### src/rtcac_pkg.sv
package rtcac_pkg;

  // Bus geometry: byte address, one 32-bit word per register
  localparam int ADDR_W = 10;
  localparam int DATA_W = 32;

  // Printed register indices; byte address is four times the index
  localparam logic [7:0] IDX_ALARM_HOUR = 8'hEA;
  localparam logic [7:0] IDX_ALARM_WEEKDAY = 8'hEB;
  localparam logic [7:0] IDX_ALARM_ENABLES = 8'hEC;
  localparam logic [7:0] IDX_CLOCK_CTRL = 8'hED;
  localparam logic [ADDR_W-1:0] ADDR_ALARM_HOUR = {IDX_ALARM_HOUR, 2'b00};
  localparam logic [ADDR_W-1:0] ADDR_ALARM_WEEKDAY = {IDX_ALARM_WEEKDAY, 2'b00};
  localparam logic [ADDR_W-1:0] ADDR_ALARM_ENABLES = {IDX_ALARM_ENABLES, 2'b00};
  localparam logic [ADDR_W-1:0] ADDR_CLOCK_CTRL = {IDX_CLOCK_CTRL, 2'b00};

  // Control and status bit positions
  localparam int CTRL_ALARM = 7;
  localparam int CTRL_INT_EN = 6;
  localparam int CTRL_BCD = 5;
  localparam int CTRL_CLK_SEL = 4;
  localparam int CTRL_LINE_FREQUENCY_SELECT = 3;
  localparam int CTRL_SUMMER = 2;
  localparam int CTRL_WOKE = 1;
  localparam int CTRL_UNLOCK = 0;

  // Alarm enable bit positions
  localparam int EN_WEEKDAY = 3;
  localparam int EN_HOUR = 2;
  localparam int EN_MINUTE = 1;
  localparam int EN_SECOND = 0;

  // Reset values of the bits that reset touches
  localparam logic [3:0] ENABLES_RESET = 4'h0;
  localparam logic INT_EN_RESET = 1'b0;
  localparam logic UNLOCK_RESET = 1'b0;

  // Prescale divisors for the three time bases
  localparam logic [15:0] DIV_CRYSTAL = 16'h8000;
  localparam logic [15:0] DIV_LINE_60HZ = 16'h003C;
  localparam logic [15:0] DIV_LINE_50HZ = 16'h0032;

  // Current time-count fields, as kept by the count registers
  typedef struct packed {
    logic [7:0] weekday;
    logic [7:0] hour;
    logic [7:0] minute;
    logic [7:0] second;
  } rtcac_time_type;

  // Settings passed to the counter, prescaler and oscillator
  typedef struct packed {
    logic bcd_mode;
    logic osc_enable;
    logic line_source;
    logic line_frequency_select;
    logic summer_time_select;
    logic count_unlock;
  } rtcac_ctrl_type;

endpackage : rtcac_pkg

### src/rtcac_alarm_ctrl.sv
// What this block does
// - Alarm hour set-point is always readable and writable, eight bits.
// - Reset leaves alarm hour and weekday set-points untouched.
// - Weekday set-point holds 1..7 in bits 3:0; bits 7:4 read zero.
// - Weekday writes ignored while locked; taken only while unlocked.
// - Reset clears alarm enables; bits 7:4 read zero, only 3:0 writable.
// - Enable bits: 3 weekday, 2 hour, 1 minute, 0 second.
// - Reading control register clears alarm flag and its interrupt.
// - Alarm flag evaluated only on relock or on a count increment.
// - Every control register write resets the time-base prescaler.
// - Sleep-wake bit marks alarm wake, survives that reset, read clears.
// - Bit 5 selects BCD coding for count and alarm registers.
// - Bit 4 low: crystal on, divide by 32768; high: line input.
// - Bit 3 picks line prescale: zero 60 Hz, one 50 Hz.
// - Interrupt follows alarm flag only when bit 6 set; reset clears it.
// - Bit 2 is a writable summer-time choice kept across reset.
// - Unlock bit opens count writes and halts count; reset clears it.
// - Reset clears bits 6 and 0, loads wake cause, keeps the rest.
// - Alarm seconds set-point 00h..3Bh or BCD 0-5/0-9, held outside.
// - Alarm minutes set-point up to 3Bh or BCD 0-5/0-9, held outside.
// - Time-count registers writable only while unlocked.
`timescale 1ns/1ps

module rtcac_alarm_ctrl (
  // Clock and reset
  input wire logic clock,
  input wire logic srst,
  // Avalon-MM register slave
  input wire logic [rtcac_pkg::ADDR_W-1:0] avs_address,
  input wire logic avs_read,
  input wire logic avs_write,
  input wire logic [rtcac_pkg::DATA_W-1:0] avs_writedata,
  input wire logic [3:0] avs_byteenable,
  output logic [rtcac_pkg::DATA_W-1:0] avs_readdata,
  output logic avs_waitrequest,
  // Time-count side
  input wire rtcac_pkg::rtcac_time_type cur_time,
  input wire logic count_increment,
  input wire logic [7:0] alarm_second_value,
  input wire logic [7:0] alarm_minute_value,
  output rtcac_pkg::rtcac_ctrl_type ctrl_out,
  // Prescaler side
  output logic prescaler_reset,
  output logic [15:0] prescale_divisor,
  // Power management and interrupt
  input wire logic wake_cause_alarm,
  output logic alarm_wake_request,
  output logic irq
);

  // Stored state
  logic ack_ff;
  logic [rtcac_pkg::DATA_W-1:0] readdata_ff;
  logic [7:0] alarm_hour_ff;
  logic [3:0] alarm_weekday_ff;
  logic [3:0] enables_ff;
  logic alarm_flag_ff;
  logic int_en_ff;
  logic bcd_ff;
  logic clk_sel_ff;
  logic line_frequency_select_ff;
  logic summer_ff;
  logic woke_ff;
  logic unlock_ff;
  logic relock_ff;
  logic presc_reset_ff;
  logic [15:0] divisor_ff;
  logic wake_req_ff;

  // Bus handshake: one wait cycle, then the access completes
  wire req = avs_read | avs_write;
  wire accept = req & ack_ff;
  wire nxt_ack = req & ~ack_ff;
  assign avs_waitrequest = req & ~ack_ff;

  // Address decode
  wire hit_hour = avs_address == rtcac_pkg::ADDR_ALARM_HOUR;
  wire hit_weekday = avs_address == rtcac_pkg::ADDR_ALARM_WEEKDAY;
  wire hit_enables = avs_address == rtcac_pkg::ADDR_ALARM_ENABLES;
  wire hit_ctrl = avs_address == rtcac_pkg::ADDR_CLOCK_CTRL;

  // Write strobes; only byte lane 0 carries register data
  wire wr_low = accept & avs_write & avs_byteenable[0];
  wire [7:0] wdata = avs_writedata[7:0];
  wire wr_hour = wr_low & hit_hour;
  wire wr_weekday = wr_low & hit_weekday & unlock_ff;
  wire wr_enables = wr_low & hit_enables;
  wire wr_ctrl = wr_low & hit_ctrl;
  wire rd_ctrl = accept & avs_read & hit_ctrl;

  // Control register image as software sees it
  wire [7:0] ctrl_image = {alarm_flag_ff, int_en_ff, bcd_ff, clk_sel_ff,
                           line_frequency_select_ff, summer_ff, woke_ff, unlock_ff};

  // Read mux; unmapped addresses read as zero
  wire [7:0] rd_byte = hit_hour ? alarm_hour_ff :
                       hit_weekday ? {4'h0, alarm_weekday_ff} :
                       hit_enables ? {4'h0, enables_ff} :
                       hit_ctrl ? ctrl_image : 8'h00;
  wire [rtcac_pkg::DATA_W-1:0] nxt_readdata = nxt_ack ?
                                              {24'h000000, rd_byte} : readdata_ff;

  // Field comparison; both sides share one coding so equality serves binary and BCD
  wire [3:0] field_eq;
  assign field_eq[rtcac_pkg::EN_WEEKDAY] = cur_time.weekday == {4'h0, alarm_weekday_ff};
  assign field_eq[rtcac_pkg::EN_HOUR] = cur_time.hour == alarm_hour_ff;
  assign field_eq[rtcac_pkg::EN_MINUTE] = cur_time.minute == alarm_minute_value;
  assign field_eq[rtcac_pkg::EN_SECOND] = cur_time.second == alarm_second_value;
  wire match = (|enables_ff) & (&(field_eq | ~enables_ff));

  // Flag is judged only at these two moments, never on a plain write
  wire eval_now = count_increment | relock_ff;
  // Evaluation wins over a read clear in the same cycle
  wire nxt_alarm_flag = eval_now ? match : (rd_ctrl ? 1'b0 : alarm_flag_ff);

  // Relock is a write that drops the unlock bit
  wire nxt_relock = wr_ctrl & unlock_ff & ~wdata[rtcac_pkg::CTRL_UNLOCK];

  // Prescale value follows the source and line frequency
  wire [15:0] nxt_divisor = ~clk_sel_ff ? rtcac_pkg::DIV_CRYSTAL :
                            line_frequency_select_ff ? rtcac_pkg::DIV_LINE_50HZ :
                            rtcac_pkg::DIV_LINE_60HZ;

  // Handshake and read data
  always_ff @(posedge clock) begin
    if (srst) begin
      ack_ff <= 1'b0;
      readdata_ff <= '0;
    end else begin
      ack_ff <= nxt_ack;
      readdata_ff <= nxt_readdata;
    end
  end

  // Set-points and kept control bits have no reset: they hold across it
  always_ff @(posedge clock) begin
    if (wr_hour) begin
      alarm_hour_ff <= wdata;
    end
    if (wr_weekday) begin
      alarm_weekday_ff <= wdata[3:0];
    end
    if (wr_ctrl && !srst) begin
      bcd_ff <= wdata[rtcac_pkg::CTRL_BCD];
      clk_sel_ff <= wdata[rtcac_pkg::CTRL_CLK_SEL];
      line_frequency_select_ff <= wdata[rtcac_pkg::CTRL_LINE_FREQUENCY_SELECT];
      summer_ff <= wdata[rtcac_pkg::CTRL_SUMMER];
    end
    alarm_flag_ff <= srst ? alarm_flag_ff : nxt_alarm_flag;
    divisor_ff <= nxt_divisor;
  end

  // Alarm enables
  always_ff @(posedge clock) begin
    if (srst) begin
      enables_ff <= rtcac_pkg::ENABLES_RESET;
    end else if (wr_enables) begin
      enables_ff <= wdata[3:0];
    end
  end

  // Control bits that reset clears
  always_ff @(posedge clock) begin
    if (srst) begin
      int_en_ff <= rtcac_pkg::INT_EN_RESET;
      unlock_ff <= rtcac_pkg::UNLOCK_RESET;
    end else if (wr_ctrl) begin
      int_en_ff <= wdata[rtcac_pkg::CTRL_INT_EN];
      unlock_ff <= wdata[rtcac_pkg::CTRL_UNLOCK];
    end
  end

  // Sleep-wake bit loads the wake cause during reset, so a wake reset keeps it
  always_ff @(posedge clock) begin
    if (srst) begin
      woke_ff <= wake_cause_alarm;
    end else if (rd_ctrl) begin
      woke_ff <= 1'b0;
    end
  end

  // Event pulses
  always_ff @(posedge clock) begin
    if (srst) begin
      relock_ff <= 1'b0;
      presc_reset_ff <= 1'b0;
      wake_req_ff <= 1'b0;
    end else begin
      relock_ff <= nxt_relock;
      presc_reset_ff <= wr_ctrl;
      wake_req_ff <= eval_now & match;
    end
  end

  // Outputs; count registers outside use count_unlock as their write gate
  assign avs_readdata = readdata_ff;
  assign prescaler_reset = presc_reset_ff;
  assign prescale_divisor = divisor_ff;
  assign alarm_wake_request = wake_req_ff;
  assign irq = alarm_flag_ff & int_en_ff;
  assign ctrl_out.bcd_mode = bcd_ff;
  assign ctrl_out.osc_enable = ~clk_sel_ff;
  assign ctrl_out.line_source = clk_sel_ff;
  assign ctrl_out.line_frequency_select = line_frequency_select_ff;
  assign ctrl_out.summer_time_select = summer_ff;
  assign ctrl_out.count_unlock = unlock_ff;
endmodule : rtcac_alarm_ctrl

### config.mk
export PLATFORM = sky130hd
export DESIGN_NAME = rtcac_alarm_ctrl
export DESIGN_NICKNAME = d
export VERILOG_FILES = /design/src/rtcac_pkg.sv /design/src/rtcac_alarm_ctrl.sv
export SDC_FILE = /design/constraint.sdc
export NUM_CORES = 1
export LEC_CHECK = 0
export BUFFER_PORTS_ARGS = -buffer_cell sky130_fd_sc_hd__clkbuf_2
export CORE_MARGIN = 2
export CORE_UTILIZATION = 40
export DETAILED_ROUTE_END_ITERATION = 12
export PLACE_DENSITY = 0.89
export SYNTH_ARGS = -nofsm -noshare
export SYNTH_HDL_FRONTEND = slang
export SYNTH_SLANG_ARGS = --single-unit
### constraint.sdc
create_clock -name clock -period 2.07 [get_ports clock]
set_input_delay 0.207 -clock clock [delete_from_list [all_inputs] [get_ports clock]]
set_output_delay 0.207 -clock clock [all_outputs]
set_load 0.05 [all_outputs]
### Word-level counts from Yosys, hierarchy flattened

Index checks and enable logic that the tools add are counted.

| operators by class | value |
|---|---|
| equal/unequal tests | 8 |
| bitwise logic cells | 24 |
| muxes and demuxes | 8 |
| reductions and logical operators | 7 |

Operator list:

| cell | count |
|---|---|
| $eq 10x10->1 const B | 4 |
| $mux 8 | 4 |
| $eq 8x8->1 | 3 |
| $and 1x1->1 | 16 |
| $eq 8x4->1 | 1 |
| $mux 4 | 1 |
| $not 1->1 | 4 |
| $not 4->4 | 1 |
| $or 4x4->4 | 1 |
| $reduce_and 4->1 | 1 |
| $reduce_bool 2->1 | 2 |
| $reduce_or 4->1 | 1 |
| $mux 1 | 3 |
| $or 1x1->1 | 2 |
| $reduce_and 2->1 | 1 |
| $logic_and 1x1->1 | 1 |
| $logic_not 1->1 | 1 |

| word-level totals | value |
|---|---|
| input bits | 100 |
| flip-flop bits (word level) | 52 |
| output and inout port bits | 58 |
| word-level logic and storage cells | 64 |

### Logic depth before layout (Yosys ltp)

| depth | value |
|---|---|
| depth after elaboration | 7 |
| mapped depth | 7 |

### Least setup slack after synthesis

Ideal clock, no wire load.

| timing | value |
|---|---|
| kind | in2reg |
| start | input port avs_address[1] (netlist bit) |
| end | register alarm_hour_ff[0] (enable) |
| buffers on the path | 0 |
| cell stages on the path | 3 |
| data arrival time | 1.518 ns |
| setup time | 0.383 ns |
| slack | 0.168 ns |
| path through | nor4b_4 nand2b_1 nor3_1 |

| on the way | value |
|---|---|
| cells in the longest elaborated chain, start to end | 2 |

Ends and longest elaborated chain:

| what | RTL line | source |
|---|---|---|
| start, declared | rtcac_alarm_ctrl.sv:29 | `input wire logic [rtcac_pkg::ADDR_W-1:0] avs_address,` |
| $eq 10x10->1 | rtcac_alarm_ctrl.sv:77 | `wire hit_hour = avs_address == rtcac_pkg::ADDR_ALARM_HOUR;` |
| $and 1x1->1 | rtcac_alarm_ctrl.sv:85 | `wire wr_hour = wr_low & hit_hour;` |
| via wr_hour | rtcac_alarm_ctrl.sv:85 |  |
| end signal, assigned | rtcac_alarm_ctrl.sv:138 | `alarm_hour_ff <= wdata;` |
| end, declared | rtcac_alarm_ctrl.sv:54 | `logic [7:0] alarm_hour_ff;` |

The timed path passes the listed nets, and every way through them passes these cells.
A chain may end at the register's enable or synchronous reset.

### Worst setup path after layout

| timing | value |
|---|---|
| start | register alarm_weekday_ff[2] |
| end | register alarm_flag_ff (data pin) |

| on the way | value |
|---|---|
| cells in the longest elaborated chain, start to end | 5 |

Ends and longest elaborated chain:

| what | RTL line | source |
|---|---|---|
| start, declared | rtcac_alarm_ctrl.sv:55 | `logic [3:0] alarm_weekday_ff;` |
| start signal, assigned | rtcac_alarm_ctrl.sv:141 | `alarm_weekday_ff <= wdata[3:0];` |
| $eq 8x4->1 | rtcac_alarm_ctrl.sv:105 | `assign field_eq[rtcac_pkg::EN_WEEKDAY] = cur_time.weekday == {4'h0, alarm_weekday_ff};` |
| $or 4x4->4 | rtcac_alarm_ctrl.sv:109 | `wire match = (\|enables_ff) & (&(field_eq \| ~enables_ff));` |
| $reduce_and 4->1 | rtcac_alarm_ctrl.sv:109 |  |
| $and 1x1->1 | rtcac_alarm_ctrl.sv:109 |  |
| $mux 1 | rtcac_alarm_ctrl.sv:114 | `wire nxt_alarm_flag = eval_now ? match : (rd_ctrl ? 1'b0 : alarm_flag_ff);` |
| end signal, assigned | rtcac_alarm_ctrl.sv:149 | `alarm_flag_ff <= srst ? alarm_flag_ff : nxt_alarm_flag;` |
| end, declared | rtcac_alarm_ctrl.sv:57 | `logic alarm_flag_ff;` |

No other way between the ends.

==> run metrics <==
most common flop cell mapped by yosys=dfxtp_1; routed wire length=roughly 4.8 mm; Initial Util=41.80%; placer congestion estimate=0.8106; multi-input combinational cell area=960.9 µm²; RR Startpoint=alarm_weekday_ff[2]$_DFFE_PP_; Sequential Area=980.9 µm²; first-pass GRT wire length=between 7 and 8 mm; pwr dens=662.5 nW/µm²; die area=around 6000 µm²; clock skew=just under 0.007 ns; # IOs=158; Worst Setup End Kind=register; GRT Residual Overflow=0; mean post-synth cell area=10.20 µm²; max-cap violations=0; Clock Tree Buf Depth=2; worst-margin pin slew=0.6096 ns; worst skew pair latency=about 0.3 ns; most frequent cells in the layout=96 x clkbuf_2, 34 x conb_1, 22 x dfxtp_1, 19 x nor2_1, 18 x edfxtp_1; # hold bufs at CTS=0; drt wl/cell=12.74 µm; Seq cells post-synth=40; area delta synth->final=23.09%; Via density=4.710; # DRC=0; Die H=77.52 µm; Worst VDD drop=371.6 µV; Core ar.=5172 µm²; largest net degree at the start of global routing=23; placed insts=368; initial DRC count=approximately 100; Worst Path Required=approximately 2.2 ns; CTS Sinks=40; fmax=598.5 MHz; GRT Total Usage=16.67%; Post-synth EDFFs=18; Leak=1.207 nW; Final Setup Violations=0; Critical Path Fanout Max=2; Hold Fails Final Rpt=0; setup bufs post-CTS=0; hold path startpoint=avs_writedata[7]; Layout Cells excl Fill=roughly 380; fraction of layout cells with a size suffix above 1=36.60%; Synth async-reset ratio=0%; Hold Crit Class=input pin to register; initial antenna violation count=0; Post-CTS Resized=0; RSZ-0062 raised after global routing=false; Fillers=roughly 510; final instance area=2661 µm²; critical path class=register to register; Detailed Place HPWL=3.999 mm; Unique masters post-synth=33; final hold slack=0.07683 ns; Die Wd=77.52 µm; placed inst area=2555 µm²; Synth Instances=between 200 and 250; reg2reg setup slack=0.40 ns; area of the mapped netlist=2162 µm²; Fin Setup TNS=0 ns; Inserted Diodes=0; most common cell after layout, fill and taps aside=clkbuf_2; fin crit share=80.71%; register area share after synthesis=45.37%; final antenna-violating net count=0; fin util=51.45%; Rel. slew slack=between 50% and 60%; TritonCTS clock tree=yes; htree depth=2; nature of the critical path startpoint=register; fin nets=405; clock slew at reported path FFs=0.08 ns; yosys warns=0; vias in the first global route=1,716; status=complete, no violations; Pre-antenna DRT Iters=4; Clk Tree Root Cell=clkbuf_8; min cycle time layout=1.671 ns; Num CTS Buffers=5; Pins Over Slew Limit=0; routed vias=1,771; CP arrival=1.81 ns; CP Launch Point=alarm_weekday_ff[2]$_DFFE_PP_; # port buffers=96; row cnt=26
cells in the mapped netlist, drive strengths merged, types with 2 or more instances:
master / instances / area share [%]
a21oi: 9 / 2.1
edfxtp: 18 / 25
o21ai: 6 / 1.4
dfxtp: 22 / 20
nand2b: 2 / 0.58
nor3: 7 / 1.6
inv: 2 / 0.35
a221oi: 4 / 1.6
nand2: 6 / 1.0
o211ai: 4 / 1.4
clkbuf: 5 / 0.87
nor4b: 3 / 2.9
nor2: 19 / 3.3
xor2: 11 / 4.5
xnor2: 17 / 6.9
mux2i: 6 / 2.8
a32oi: 4 / 1.6
nor4: 4 / 1.2
nand4: 6 / 1.7
nand3: 3 / 0.69
buf: 43 / 15
and2: 3 / 0.87
or2: 2 / 0.58
layer usage:
metal / vias up / track usage [%] / routed length [µm]
li1: 854 / - / -
met4: 0 / 5.179 / 86
met2: 113 / 28.87 / 2465
met5: - / 0 / 0
met1: 793 / 19.38 / 1764
met3: 11 / 5.698 / 473
critical path, cell delays in order, from the launching register on:
cell      delay [ns]
edfxtp_1        0.44
xnor2_1         0.17
nand2_1         0.08
o41ai_1         0.43
nand4_1         0.20
nor3_1          0.20
kinds of logic after synthesis:
| family | Yosys count | share of synthesized area [%] |
|---|---|---|
| AO/OA/AOI/OAI | 29 | 8.854 |
| XOR/XNOR | 28 | 11.34 |
| buffers and inverters | 50 | 15.91 |
| flip-flops | 40 | 45.37 |
| multiplexers | 6 | 2.778 |
| other | 1 | 0.1734 |
| AND/OR/NAND/NOR | 58 | 15.57 |
per-stage QoR:
step	worst slack [ns]	total power [mW]
after floorplan	0.1684	1.141
after global placement	0.2397	1.189
after detailed placement	0.2278	1.195
after CTS	0.3870	1.768
after global routing	0.2270	1.825
final	0.3992	1.763
where the power goes:
part / total, mW / switching (mW) / leakage, nW / internal, mW
Clock: 0.588 / 0.279 / 0.0540 / 0.308
Combinational: 0.339 / 0.244 / 0.810 / 0.0955
Sequential: 0.837 / 0.00424 / 0.343 / 0.832
Total: 1.76 / 0.527 / 1.21 / 1.24
registers in the layout, summed over array words and instances, names as in the netlist, 4 cells and up:
register	flops
enables_ff	4
alarm_weekday_ff	4
prescale_divisor	4
alarm_hour_ff	8
avs_readdata	8
layout make-up:
class                   instances  area share (%)
flip-flops and latches         40           36.86
clock inverters                 2          0.4701
well taps                      70           3.291
clock buffers                   6           3.526
multi-input cells             155           36.11
inverters                       2          0.2821
repair buffers                101           19.46
path summary, 6_finish.rpt:
kind / to / cells past startpoint
worst min register to register: avs_readdata[1]$_SDFFE_PP0P_ / 2
worst min-delay path: alarm_hour_ff[7]$_DFFE_PP_ / 1
worst max register to register: alarm_flag_ff$_SDFFCE_PP0P_ / 5
worst max-delay path: alarm_flag_ff$_SDFFCE_PP0P_ / 5
Power figures use the tool's default switching activity.
